File: src/hpm_pkg.sv
package hpm_pkg;

  // ****************************************************************
  // widths and window
  // ****************************************************************
  localparam int AW            = 18;  // dedicated host address bus
  localparam int DW            = 16;  // host data bus
  localparam int WIN_WORDS     = 16;  // shared word window behind the port
  localparam int WIN_IDX_W     = 4;
  localparam int BUSY_W        = 2;

  // ****************************************************************
  // avalon register offsets (byte addresses)
  // ****************************************************************
  localparam logic [7:0] OFS_CTRL   = 8'h00;  // write 1 raises a host interrupt
  localparam logic [7:0] OFS_STATUS = 8'h04;  // sticky events, read only
  localparam logic [7:0] OFS_CLEAR  = 8'h08;  // write 1 clears a status bit
  localparam logic [7:0] OFS_ENABLE = 8'h0c;  // interrupt enable
  localparam logic [7:0] OFS_STATE  = 8'h10;  // live port state
  localparam logic [7:0] OFS_WIN    = 8'h40;  // 16 words, 0x40..0x7c
  localparam logic [7:0] WIN_MASK   = 8'hc3;

  // ****************************************************************
  // field positions
  // ****************************************************************
  localparam int CB_IRQ_A    = 0;  // host control: pending / clear, sub a
  localparam int CB_IRQ_B    = 1;  // host control: pending / clear, sub b
  localparam int CB_DSPINT_A = 2;  // host control: interrupt sub a
  localparam int CB_DSPINT_B = 3;  // host control: interrupt sub b
  localparam int EV_DSPINT_A = 0;
  localparam int EV_DSPINT_B = 1;
  localparam int EV_HWRITE   = 2;
  localparam int EV_HREAD    = 3;
  localparam int EV_W        = 4;
  localparam int SB_MUX      = 0;  // state: multiplexed mode
  localparam int SB_ACTIVE   = 1;  // state: pins serve the host port
  localparam int SB_FLOAT_N  = 2;  // state: global float level
  localparam int SB_ADDR_LSB = 14; // state: host address in 31:14

  // ****************************************************************
  // timing
  // ****************************************************************
  localparam int CLK_NS  = 40;
  localparam int BUSY_NS = 80;  // ready low after each host transfer
  localparam logic [BUSY_W-1:0] BUSY_CYC = BUSY_W'((BUSY_NS + CLK_NS - 1) / CLK_NS);

  // ****************************************************************
  // types
  // ****************************************************************
  typedef enum logic [1:0] {SEL_CTRL, SEL_DATA_INC, SEL_ADDR, SEL_DATA} hpm_sel_t;

  typedef struct packed {
    logic          mux_sel_n;   // host_bus_mux_select, low = multiplexed
    logic          func_sel;    // port_function_select, low = host port
    logic          float_n;     // global output float, low = float
    logic          reset_n;     // host_port_reset_n
    logic          cs_n;        // host_chip_select_n
    logic          as_n;        // address strobe
    logic          ds_n;        // data strobe
    logic          rnw;         // 1 = host read
    logic [1:0]    cntl;        // register select, multiplexed mode
    logic [DW-1:0] data;
    logic [AW-1:0] addr;
  } hpm_pins_t;

  typedef struct packed {
    logic          irq_a;       // host_irq_out_sub_a level
    logic          irq_a_oe_n;
    logic          irq_b;       // host_irq_out_sub_b level
    logic          irq_b_oe_n;
    logic          rdy;         // host_ready_out
    logic          rdy_oe_n;
    logic [DW-1:0] data;
    logic          data_oe_n;
  } hpm_pin_out_t;

  typedef struct packed {
    logic        read;
    logic        write;
    logic [7:0]  address;
    logic [3:0]  byteenable;
    logic [31:0] writedata;
  } hpm_avl_req_t;

endpackage : hpm_pkg

File: src/hpm_host_port.sv
// The Avalon-MM register port and the register offsets were chosen for this implementation.
`timescale 1ns/1ns

// Behaviour
// - host interrupt pin driven low to signal
// - host writing one clears pending interrupt
// - host interrupts only in multiplexed mode
// - float input low floats both interrupt pins
// - reset pin resets port and both subsystems
// - mode pin low selects multiplexed mode
// - multiplexed host reaches control, address, data
// - multiplexed mode interrupts in both directions
// - mode pin high selects nonmultiplexed mode
// - nonmultiplexed: 18-bit address, 16-bit data
// - nonmultiplexed mode has no interrupts
// - address strobe latches host address register
// - pins serve host only when select low
// - ready output paces the next transfer
module hpm_host_port (
  input  wire logic                  core_clk_in,
  input  wire logic                  rst_in,
  input  wire logic                  ce_in,
  input  wire hpm_pkg::hpm_pins_t    pins_in,
  input  wire hpm_pkg::hpm_avl_req_t avs_in,
  output logic [31:0]                avs_readdata_out,
  output logic                       avs_waitrequest_out,
  output logic                       irq_out,
  output hpm_pkg::hpm_pin_out_t      pins_out,
  output logic                       subsys_a_reset_out,
  output logic                       subsys_b_reset_out
);
  import hpm_pkg::*;

  // ****************************************************************
  // overview
  // ****************************************************************
  // host pins are asynchronous, so the whole pin struct passes two
  // flip-flops before any decode reads it; the price is about three
  // cycles from a pin edge to its effect, which the host absorbs by
  // waiting for ready before each transfer
  // strobes are edge-detected on the second stage only, so a pulse
  // shorter than a clock period can be missed; hosts hold the data
  // strobe low for at least four clocks and high for at least three
  // in multiplexed mode the address strobe loads only the low 16 bits of
  // the host address; the increment select carries into the top bits
  // in nonmultiplexed mode the low address pins pick the window word
  // and every access goes to the data register
  // the processor side is the avalon slave: it raises host interrupts
  // through the control offset, reads the event flags and reaches the
  // same word window that the host reads and writes
  // a host write and a processor write to one window word in one cycle
  // resolve in favour of the processor, whose assignment comes last
  // leaving multiplexed mode drops both pending host interrupts, as the
  // interrupt pins mean nothing to a host on separate buses
  // the port reset pin clears port state but keeps the enable mask and
  // the window, so software need not reprogram them after a host reset
  // clock enable low freezes every register, synchronisers included,
  // which also stalls the avalon handshake until it rises again
  // strobes that arrive while ready is low are still taken; pacing is
  // the host's duty, and a strobe too soon restarts the busy count

  // ****************************************************************
  // state
  // ****************************************************************
  typedef struct packed {
    hpm_pins_t                          sync1;    // first stage, read by sync2 only
    hpm_pins_t                          sync2;
    logic                               prev_ds_n;
    logic                               prev_as_n;
    logic [AW-1:0]                      haddr;    // host_address_reg
    logic                               pend_a;
    logic                               pend_b;
    logic [DW-1:0]                      rdata;    // host read data
    logic [BUSY_W-1:0]                  busy;
    logic [EV_W-1:0]                    status;
    logic [EV_W-1:0]                    enable;
    logic [WIN_WORDS-1:0][DW-1:0]       win;
    logic                               ack;
    logic [31:0]                        avs_rdata;
    logic                               sub_rst;
  } hpm_state_t;

  localparam hpm_state_t ST_RESET = '0;

  hpm_state_t q;
  hpm_state_t d;

  // window decode, shared by bus read and write paths
  function automatic logic win_hit(input logic [7:0] a);
    return (a & WIN_MASK) == OFS_WIN;
  endfunction : win_hit

  // ****************************************************************
  // next state
  // ****************************************************************
  always_comb begin
    hpm_pins_t            p;
    logic                 mux_mode;
    logic                 active;
    logic                 ds_fall;
    logic                 as_fall;
    logic                 bus_req;
    logic                 bus_go;
    hpm_sel_t             sel;
    logic [WIN_IDX_W-1:0] hidx;
    logic [WIN_IDX_W-1:0] aidx;
    logic [EV_W-1:0]      ev;
    logic [EV_W-1:0]      clr;
    logic                 clr_a;
    logic                 clr_b;
    logic                 set_a;
    logic                 set_b;
    p        = q.sync2;
    mux_mode = ~p.mux_sel_n;
    active   = ~p.func_sel & p.reset_n;
    ds_fall  = active & ~p.cs_n & q.prev_ds_n & ~p.ds_n;
    as_fall  = active & mux_mode & ~p.cs_n & q.prev_as_n & ~p.as_n;
    bus_req  = avs_in.read | avs_in.write;
    bus_go   = bus_req & q.ack;
    sel      = hpm_sel_t'(p.cntl);
    hidx     = mux_mode ? q.haddr[WIN_IDX_W-1:0] : p.addr[WIN_IDX_W-1:0];
    aidx     = avs_in.address[WIN_IDX_W+1:2];
    ev       = '0;
    clr      = '0;
    clr_a    = 1'b0;
    clr_b    = 1'b0;
    set_a    = 1'b0;
    set_b    = 1'b0;

    d           = q;
    d.sync1     = pins_in;
    d.sync2     = q.sync1;
    d.prev_ds_n = p.ds_n;
    d.prev_as_n = p.as_n;
    d.sub_rst   = ~p.reset_n;

    // ready stays low a fixed time after each transfer
    if (q.busy != '0) begin
      d.busy = q.busy - BUSY_W'(1);
    end

    // address phase of a multiplexed host
    if (as_fall) begin
      d.haddr[DW-1:0] = p.data;
    end

    // data phase; strobes seen while busy are the host's fault
    if (ds_fall) begin
      d.busy = BUSY_CYC;
      ev[p.rnw ? EV_HREAD : EV_HWRITE] = 1'b1;
      if (mux_mode) begin
        unique case (sel)
          SEL_CTRL: begin
            if (p.rnw) begin
              d.rdata              = '0;
              d.rdata[CB_IRQ_A]    = q.pend_a;
              d.rdata[CB_IRQ_B]    = q.pend_b;
            end else begin
              clr_a                = p.data[CB_IRQ_A];
              clr_b                = p.data[CB_IRQ_B];
              ev[EV_DSPINT_A]      = p.data[CB_DSPINT_A];
              ev[EV_DSPINT_B]      = p.data[CB_DSPINT_B];
            end
          end
          SEL_ADDR: begin
            if (p.rnw) begin
              d.rdata = q.haddr[DW-1:0];
            end else begin
              d.haddr[DW-1:0] = p.data;
            end
          end
          SEL_DATA, SEL_DATA_INC: begin
            if (p.rnw) begin
              d.rdata = q.win[hidx];
            end else begin
              d.win[hidx] = p.data;
            end
            if (sel == SEL_DATA_INC) begin
              d.haddr = d.haddr + AW'(1);
            end
          end
        endcase
      end else begin
        // separate buses: address from pins, data register only
        if (p.rnw) begin
          d.rdata = q.win[hidx];
        end else begin
          d.win[hidx] = p.data;
        end
      end
    end

    // ****************************************************************
    // avalon slave, one wait state on every access
    // ****************************************************************
    d.ack = bus_req & ~q.ack;
    if (bus_req & ~q.ack) begin
      d.avs_rdata = '0;
      if (win_hit(avs_in.address)) begin
        d.avs_rdata[DW-1:0] = q.win[aidx];
      end else begin
        unique case (avs_in.address)
          OFS_CTRL: begin
            d.avs_rdata[CB_IRQ_A] = q.pend_a;
            d.avs_rdata[CB_IRQ_B] = q.pend_b;
          end
          OFS_STATUS: d.avs_rdata[EV_W-1:0] = q.status;
          OFS_ENABLE: d.avs_rdata[EV_W-1:0] = q.enable;
          OFS_STATE: begin
            d.avs_rdata[SB_MUX]                   = mux_mode;
            d.avs_rdata[SB_ACTIVE]                = active;
            d.avs_rdata[SB_FLOAT_N]               = p.float_n;
            d.avs_rdata[SB_ADDR_LSB+AW-1:SB_ADDR_LSB] = q.haddr;
          end
          default: d.avs_rdata = '0;            // unmapped reads zero
        endcase
      end
    end
    if (bus_go & avs_in.write) begin
      if (win_hit(avs_in.address)) begin
        if (avs_in.byteenable[0]) begin
          d.win[aidx][7:0] = avs_in.writedata[7:0];
        end
        if (avs_in.byteenable[1]) begin
          d.win[aidx][15:8] = avs_in.writedata[15:8];
        end
      end else if (avs_in.byteenable[0]) begin
        unique case (avs_in.address)
          OFS_CTRL: begin
            // processor raises host interrupts, multiplexed mode only
            set_a = avs_in.writedata[CB_IRQ_A] & mux_mode;
            set_b = avs_in.writedata[CB_IRQ_B] & mux_mode;
          end
          OFS_CLEAR:  clr = avs_in.writedata[EV_W-1:0];
          OFS_ENABLE: d.enable = avs_in.writedata[EV_W-1:0];
          default: ;
        endcase
      end
    end

    // a set arriving with its clear wins; pin held until cleared
    d.pend_a = (q.pend_a & ~clr_a) | set_a;
    d.pend_b = (q.pend_b & ~clr_b) | set_b;
    if (!mux_mode) begin
      d.pend_a = 1'b0;
      d.pend_b = 1'b0;
      ev[EV_DSPINT_A] = 1'b0;
      ev[EV_DSPINT_B] = 1'b0;
    end
    d.status = (q.status & ~clr) | ev;

    // reset pin clears the port but leaves the synchronisers running
    if (!p.reset_n) begin
      d.haddr  = '0;
      d.pend_a = 1'b0;
      d.pend_b = 1'b0;
      d.rdata  = '0;
      d.busy   = '0;
      d.status = '0;
    end
  end

  // ****************************************************************
  // registers
  // ****************************************************************
  // reset wins over the clock enable, so a frozen block still resets
  always_ff @(posedge core_clk_in) begin
    if (rst_in) begin
      q <= ST_RESET;
    end else if (ce_in) begin
      q <= d;
    end
  end

  // ****************************************************************
  // outputs
  // ****************************************************************
  // enables depend on synced levels only, so they change on clock edges
  logic irq_drive;
  logic port_drive;
  assign port_drive = ~q.sync2.func_sel & q.sync2.float_n;
  assign irq_drive  = port_drive & ~q.sync2.mux_sel_n;

  // irq and data levels come straight from registers, so they never glitch; ready is decoded from busy and reset_n
  assign pins_out.irq_a      = ~q.pend_a;
  assign pins_out.irq_b      = ~q.pend_b;
  assign pins_out.irq_a_oe_n = ~irq_drive;
  assign pins_out.irq_b_oe_n = ~irq_drive;
  assign pins_out.rdy        = (q.busy == '0) & q.sync2.reset_n;
  assign pins_out.rdy_oe_n   = ~port_drive;
  assign pins_out.data       = q.rdata;
  // host read drives data only while chip select and strobe hold
  assign pins_out.data_oe_n  = ~(port_drive & ~q.sync2.cs_n & ~q.sync2.ds_n
                                 & q.sync2.rnw & q.sync2.reset_n);

  assign avs_waitrequest_out = (avs_in.read | avs_in.write) & ~q.ack;
  assign avs_readdata_out    = q.avs_rdata;
  assign irq_out             = |(q.status & q.enable);
  assign subsys_a_reset_out  = q.sub_rst;
  assign subsys_b_reset_out  = q.sub_rst;

endmodule : hpm_host_port

File: config.mk
export PLATFORM = sky130hd
export DESIGN_NAME = hpm_host_port
export DESIGN_NICKNAME = d
export VERILOG_FILES = /design/src/hpm_pkg.sv /design/src/hpm_host_port.sv
export SDC_FILE = /design/constraint.sdc
export NUM_CORES = 1
export LEC_CHECK = 0
export ABC_AREA = 1
export BUFFER_PORTS_ARGS = -buffer_cell sky130_fd_sc_hd__buf_2
export CAP_MARGIN = 20
export CELL_PAD_IN_SITES_DETAIL_PLACEMENT = 1
export CELL_PAD_IN_SITES_GLOBAL_PLACEMENT = 1
export CORE_AREA = 4 4 258 260
export CTS_CLUSTER_SIZE = 40
export DETAILED_ROUTE_END_ITERATION = 7
export DIE_AREA = 0 0 262 264
export PLACE_DENSITY_LB_ADDON = 0.15
export SYNTH_ARGS = -nofsm -noshare
export SYNTH_HDL_FRONTEND = slang
export SYNTH_SLANG_ARGS = --single-unit
File: constraint.sdc
create_clock -name core_clk_in -period 2.6 [get_ports core_clk_in]
set_clock_uncertainty 0.2 [all_clocks]
set_input_delay 0.52 -clock core_clk_in [delete_from_list [all_inputs] [get_ports core_clk_in]]
set_output_delay 0.52 -clock core_clk_in [all_outputs]
set_load 0.005 [all_outputs]
Yosys cells after proc, flatten, opt, wreduce, memory -nomap -nowiden:

Cells that the tools add are included.
W data, S select, Z words.

* add/subtract/negate cells: 2
* $lt $le $gt $ge: 6
* equality and inequality tests: 15
* multiplexer cells: 74
* bitwise gates (word level): 44
* reductions and logical operators: 14

Operator list (count)
* $mux W256: 10
* $bwmux W256: 3
* $demux W16 S4: 3
* $mux W16: 12
* $bmux W16 S4: 2
* $mux W18: 5
* $pmux W16 S3: 1
* $mux W42: 1
* $pmux W16 S2: 1
* $mux W4: 6
* $and A1 B1 Y1: 22
* $add A18 B1 Y18 const B: 1
* $mux W1: 18
* $eq A8 B4 Y1 const B: 2
* $not A1 Y1: 15
* $mux W2: 7
* $lt A4 B5 Y1 const B: 2
* $reduce_and A5 Y1: 2
* $and A4 B4 Y4: 2
* $eq A8 B3 Y1 const B: 1
* $eq A8 B5 Y1 const B: 1
* $ge A4 B1 Y1 const B: 2
* $logic_not A8 Y1: 1
* $mux W8: 1
* other kinds (24): 34

* register bits: 398
* input port bits: 93
* output and inout bits: 59

Logic depth before layout (Yosys ltp):

* depth after elaboration: 18
* depth in mapped cells: 22

Worst setup path before layout:

Ideal clock, no wire load.

* path type: flip-flop to flip-flop
* from: reg q[381] (netlist name)
* to: reg q[330] (netlist name)
* setup time: 132 ps
* data arrival time: 2312 ps
* required time: 2268 ps
* slack: -44 ps
* cell stages (with the launch flop): 23
* buffers on the path: 3
* clock period less this slack: 2644 ps
* cells stage by stage: dfxtp_1 > buf_6 > buf_6 > nor2_2 > nand3_4 > buf_6 > nand2_1 > nand2_1 > inv_1 > ha_1 > inv_1 > nor2_1 > inv_1 > nor2_1 > nand2_1 > nor2_2 > nand2_1 > nand2_1 > nand3_1 > nand2_1 > nand2_1 > nand2_1 > a21oi_1

* cells in the longest elaborated chain, start to end: 12

Ends and longest elaborated chain
* from (decl): RTL line hpm_host_port.sv:85 `hpm_state_t q;`
* from (signal assigned): RTL line hpm_host_port.sv:269 `q <= ST_RESET;`
* from (signal assigned): RTL line hpm_host_port.sv:271 `q <= d;`
* $not A1 Y1: RTL line hpm_host_port.sv:114 `mux_mode = ~p.mux_sel_n;`
* $and A1 B1 Y1 (4 in a row): RTL line hpm_host_port.sv:117 `as_fall = active & mux_mode & ~p.cs_n & q.prev_as_n & ~p.as_n;`
* $mux W16: RTL line hpm_host_port.sv:143 `if (as_fall) begin`
* $add A18 B1 Y18: RTL line hpm_host_port.sv:179 `d.haddr = d.haddr + AW'(1);`
* $mux W18: RTL line hpm_host_port.sv:178 `if (sel == SEL_DATA_INC) begin`
* $pmux W16 S2: RTL line hpm_host_port.sv:152 `unique case (sel)`
* $mux W18: RTL line hpm_host_port.sv:151 `if (mux_mode) begin`
* $mux W18 *: RTL line hpm_host_port.sv:148 `if (ds_fall) begin`
* $mux W42 *: RTL line hpm_host_port.sv:253 `if (!p.reset_n) begin`

Mark *: on every way between the ends. The rest lies on a longest branch, timed or not. The select of a mux whose other input is x is not followed.
A chain may end at the register's enable or synchronous reset.

Final worst setup path:

* from: reg q[381] (netlist name)
* to: reg q[273] (netlist name)

* cells in the longest elaborated chain, start to end: 18

Ends and longest elaborated chain
* $mux W4: RTL line hpm_host_port.sv:121 `hidx = mux_mode ? q.haddr[WIN_IDX_W-1:0] : p.addr[WIN_IDX_W-1:0];`
* $lt A4 B5 Y1 (not written as such) or $ge A4 B1 Y1 (tied branches): RTL line hpm_host_port.sv:176, hpm_host_port.sv:188
* $logic_and A1 B1 Y1 (not written as such): RTL line hpm_host_port.sv:176, hpm_host_port.sv:188
* $mux W16 (not written as such): RTL line hpm_host_port.sv:176, hpm_host_port.sv:188
* $demux W16 S4: RTL line hpm_host_port.sv:176, hpm_host_port.sv:188
* $bwmux W256: RTL line hpm_host_port.sv:176, hpm_host_port.sv:188
* $mux W256: RTL line hpm_host_port.sv:173, hpm_host_port.sv:185
* $mux W256: RTL line hpm_host_port.sv:152
* [... 2 more ...]
* $bwmux W256: RTL line hpm_host_port.sv:222 `d.win[aidx][7:0] = avs_in.writedata[7:0];`
* $mux W256: RTL line hpm_host_port.sv:221 `if (avs_in.byteenable[0]) begin`
* $mux W256: RTL line hpm_host_port.sv:220 `if (win_hit(avs_in.address)) begin`
* $mux W256: RTL line hpm_host_port.sv:219 `if (bus_go & avs_in.write) begin`
* $bwmux W256: RTL line hpm_host_port.sv:225 `d.win[aidx][15:8] = avs_in.writedata[15:8];`
* $mux W256: RTL line hpm_host_port.sv:224 `if (avs_in.byteenable[1]) begin`
* $mux W256: RTL line hpm_host_port.sv:220
* $mux W256 *: RTL line hpm_host_port.sv:219

Marks and branches as above.

==> flow_summary.json <==
{
  "cp_slowest_cell": "dfxtp_4",
  "hold_viol_final": 0,
  "start_util": 0.396,
  "pin_count": 152,
  "crit_start": "q[381]",
  "clock_latency_ps": 620,
  "die_w_um": 262,
  "coreArea_mm2": 0.0641,
  "drive_gt1_frac": 0.173,
  "areaGrowthSynthToFinish_pct": 25.7,
  "r2r_start": "q[381]",
  "fmax_mhz": 386,
  "tightest_slew_ps": 862,
  "wl_met2_um": 58200,
  "dp_slack_ps": -195,
  "p_per_area_mw_per_mm2": 484,
  "grt_pass1_vias": 30401,
  "route.detailed.drc": 0,
  "drt-met1-wl_um": 54400,
  "synthesis.instances": 4055,
  "fin_ws_ps": 7.17,
  "diodes": 0,
  "rsz0062_at_grt": "true",
  "finalSetupViolations": 0,
  "power_leakage_nw": 12.9,
  "cp-endpoint": "q[273]",
  "yosysWarnings": 0,
  "vias": 31267,
  "clkSinkCount": 398,
  "critPathArrivalTime_ps": 2870,
  "p_total_mw": 15.5,
  "status": "completed",
  "cts_root_buf": "clkbuf_16",
  "die_area_mm2": 0.0692,
  "antenna_found_initial": 2,
  "critPathLaunchType": "flop",
  "yosys_register_bits": 398,
  "clk_pin_slew_ps": 60,
  "cts_buffers": 50,
  "routed_wl_um": 130000,
  "wl_met3_um": 9040,
  "slowest_delay_ps": 370,
  "routedWlPerCell_um": 24.9,
  "final_common_cell": "nand2_1",
  "slew-limit-headroom": 0.425,
  "critPathMaxFanout": 9,
  "postSynthAreaPerCell_um2": 6.26,
  "htreeDepth": 2,
  "required_ps": 2880,
  "vdd_ir_drop_max_v": 0.000477,
  "slew_violations": 0,
  "reg2reg_to": "q[273]",
  "dp_hpwl_um": 91300,
  "syn-cell-area_mm2": 0.0254,
  "synth.distinct_cells": 42,
  "cts_tree": "built",
  "end_kind": "flop",
  "yosysSeqAreaShare": 0.314,
  "grt_overflow_total": 0,
  "die_h_um": 264,
  "grt_max_degree": 132,
  "top_layer_used": "met5",
  "antenna_left": 0,
  "drt-vias-per-instance": 6.02,
  "rows": 93,
  "fin_crit_ps": 2590,
  "grt_pass1_wl_um": 191000,
  "portBuffers": 119,
  "period_share": 0.997,
  "path_class": "flop to flop",
  "place_congestion": 0.982,
  "worstPathCellList": "buf_12 > buf_8 > nand2_1 > o21a_1 > inv_2 > nand2_1 > inv_2 > buf_12 > nand2_2 > buf_4 > o22ai_1 > inv_1 > o21ai_0 > a21oi_1",
  "cts_buffer_depth": 3,
  "dr.first_iter.drc_count": 3309,
  "r2r_setup_slack_ps": 7,
  "hp-class": "input port to flop",
  "synth_nets": 4150,
  "fin_util": 0.498,
  "nets": 4399,
  "grt_usage": 0.358,
  "drv_cap": 0,
  "r2r_cells": 14,
  "drtPass1Iterations": 6,
  "final_cell_mix": "nand2_1, a21oi_1, inv_1"
}
## synth_stat cells, drive strengths merged
master | number | area [µm²]
a211oi | 2 | 15.0
a21o | 1 | 7.51
a21oi | 614 | 3070
a221o | 1 | 10.0
a221oi | 10 | 87.6
a22oi | 142 | 1070
a31oi | 3 | 18.8
and2 | 1 | 6.26
buf | 116 | 746
clkbuf | 247 | 927
clkinv | 4 | 15.0
dfxtp | 398 | 7970
ha | 2 | 25.0
inv | 467 | 1750
nand2 | 910 | 3420
nand3 | 54 | 283
nand4 | 10 | 77.6
nor2 | 219 | 971
nor3 | 31 | 171
nor4 | 3 | 18.8
o2111ai | 4 | 35.0
o211ai | 81 | 608
o21a | 1 | 7.51
o21ai | 440 | 2220
o221ai | 6 | 52.6
o22ai | 280 | 1750
o2bb2ai | 1 | 8.76
o31ai | 7 | 52.6
## registers in the layout, summed over array words and instances (netlist names)
name	count
avs_readdata_out	32
q	317
pins_out	16
d	32
subsys_a_reset_out	1
## cell families after synthesis
family | after synthesis | synth area share
flops | 398 | 0.314
compound gates | 1593 | 0.355
buf+inv | 834 | 0.135
simple gates | 1228 | 0.195
fa+ha+maj | 2 | 0.000985
## stage by stage
stage / hold slack (ps) / instance area [µm²] / TNS [ps] / cells
floorplan: 244 / 25400 / 0 / 4055
global placement: 248 / 29200 / -2240 / 5061
detailed placement: 256 / 29200 / -6780 / 5061
CTS: 2.88 / 31300 / -1.75 / 5188
global route: 39.7 / 31900 / -843 / 5197
finish: 40.8 / 31900 / 0 / 5197
## where the power goes
part           leakage (nW)  internal [mW]  switching [mW]  total (mW)
clock                 0.815           4.26            3.01        7.26
combinational          8.82          0.624            1.31        1.93
sequential             3.22           6.18          0.0772        6.26
## worst max-delay path: cells and delay by family, from the launching register on
family          cells  cell delay (ps)
simple gates        3              280
compound gates      4              650
flops               1              370
buf+inv             7              950
## what timing repair did
item | in CTS | in global routing
gates resized for setup | 13 | 171
setup endpoints to repair | 99 | 258
buffers inserted | 7 | 7
cloned | 0 | 2
pin swaps | 6 | 26
hold buffers | 30 | 0
endpoints found under the hold margin | 37 | 0
## worst min-delay path by stage
stage / from / to / depth (start not counted)
3_3_place_gp: avs_readdata_out[20] / avs_readdata_out[20] / 2
4_1_cts: pins_in[33] / d[371] / 3
6_report: pins_in[33] / d[371] / 3
3_5_place_dp: avs_readdata_out[30] / avs_readdata_out[30] / 2
5_1_grt: pins_in[33] / d[371] / 3
2_1_floorplan: q[299] / q[299] / 2
## layer usage
metal | global-route usage | vias to the layer above
li1 | - | 14269
met1 | 0.485 | 15230
met2 | 0.561 | 1374
met3 | 0.0420 | 392
met4 | 0.186 | 2
met5 | 0 | -
## layout make-up
cell class	instances	area [µm²]
Tap cell	855	1070
Clock inverter	9	119
Timing Repair Buffer	560	5010
Multi-Input combinational cell	2823	14400
Clock buffer	81	1550
Sequential cell	398	7980
Inverter	471	1780
Fill cell	8437	32200
No activity file was read; power rests on OpenSTA's default activity.
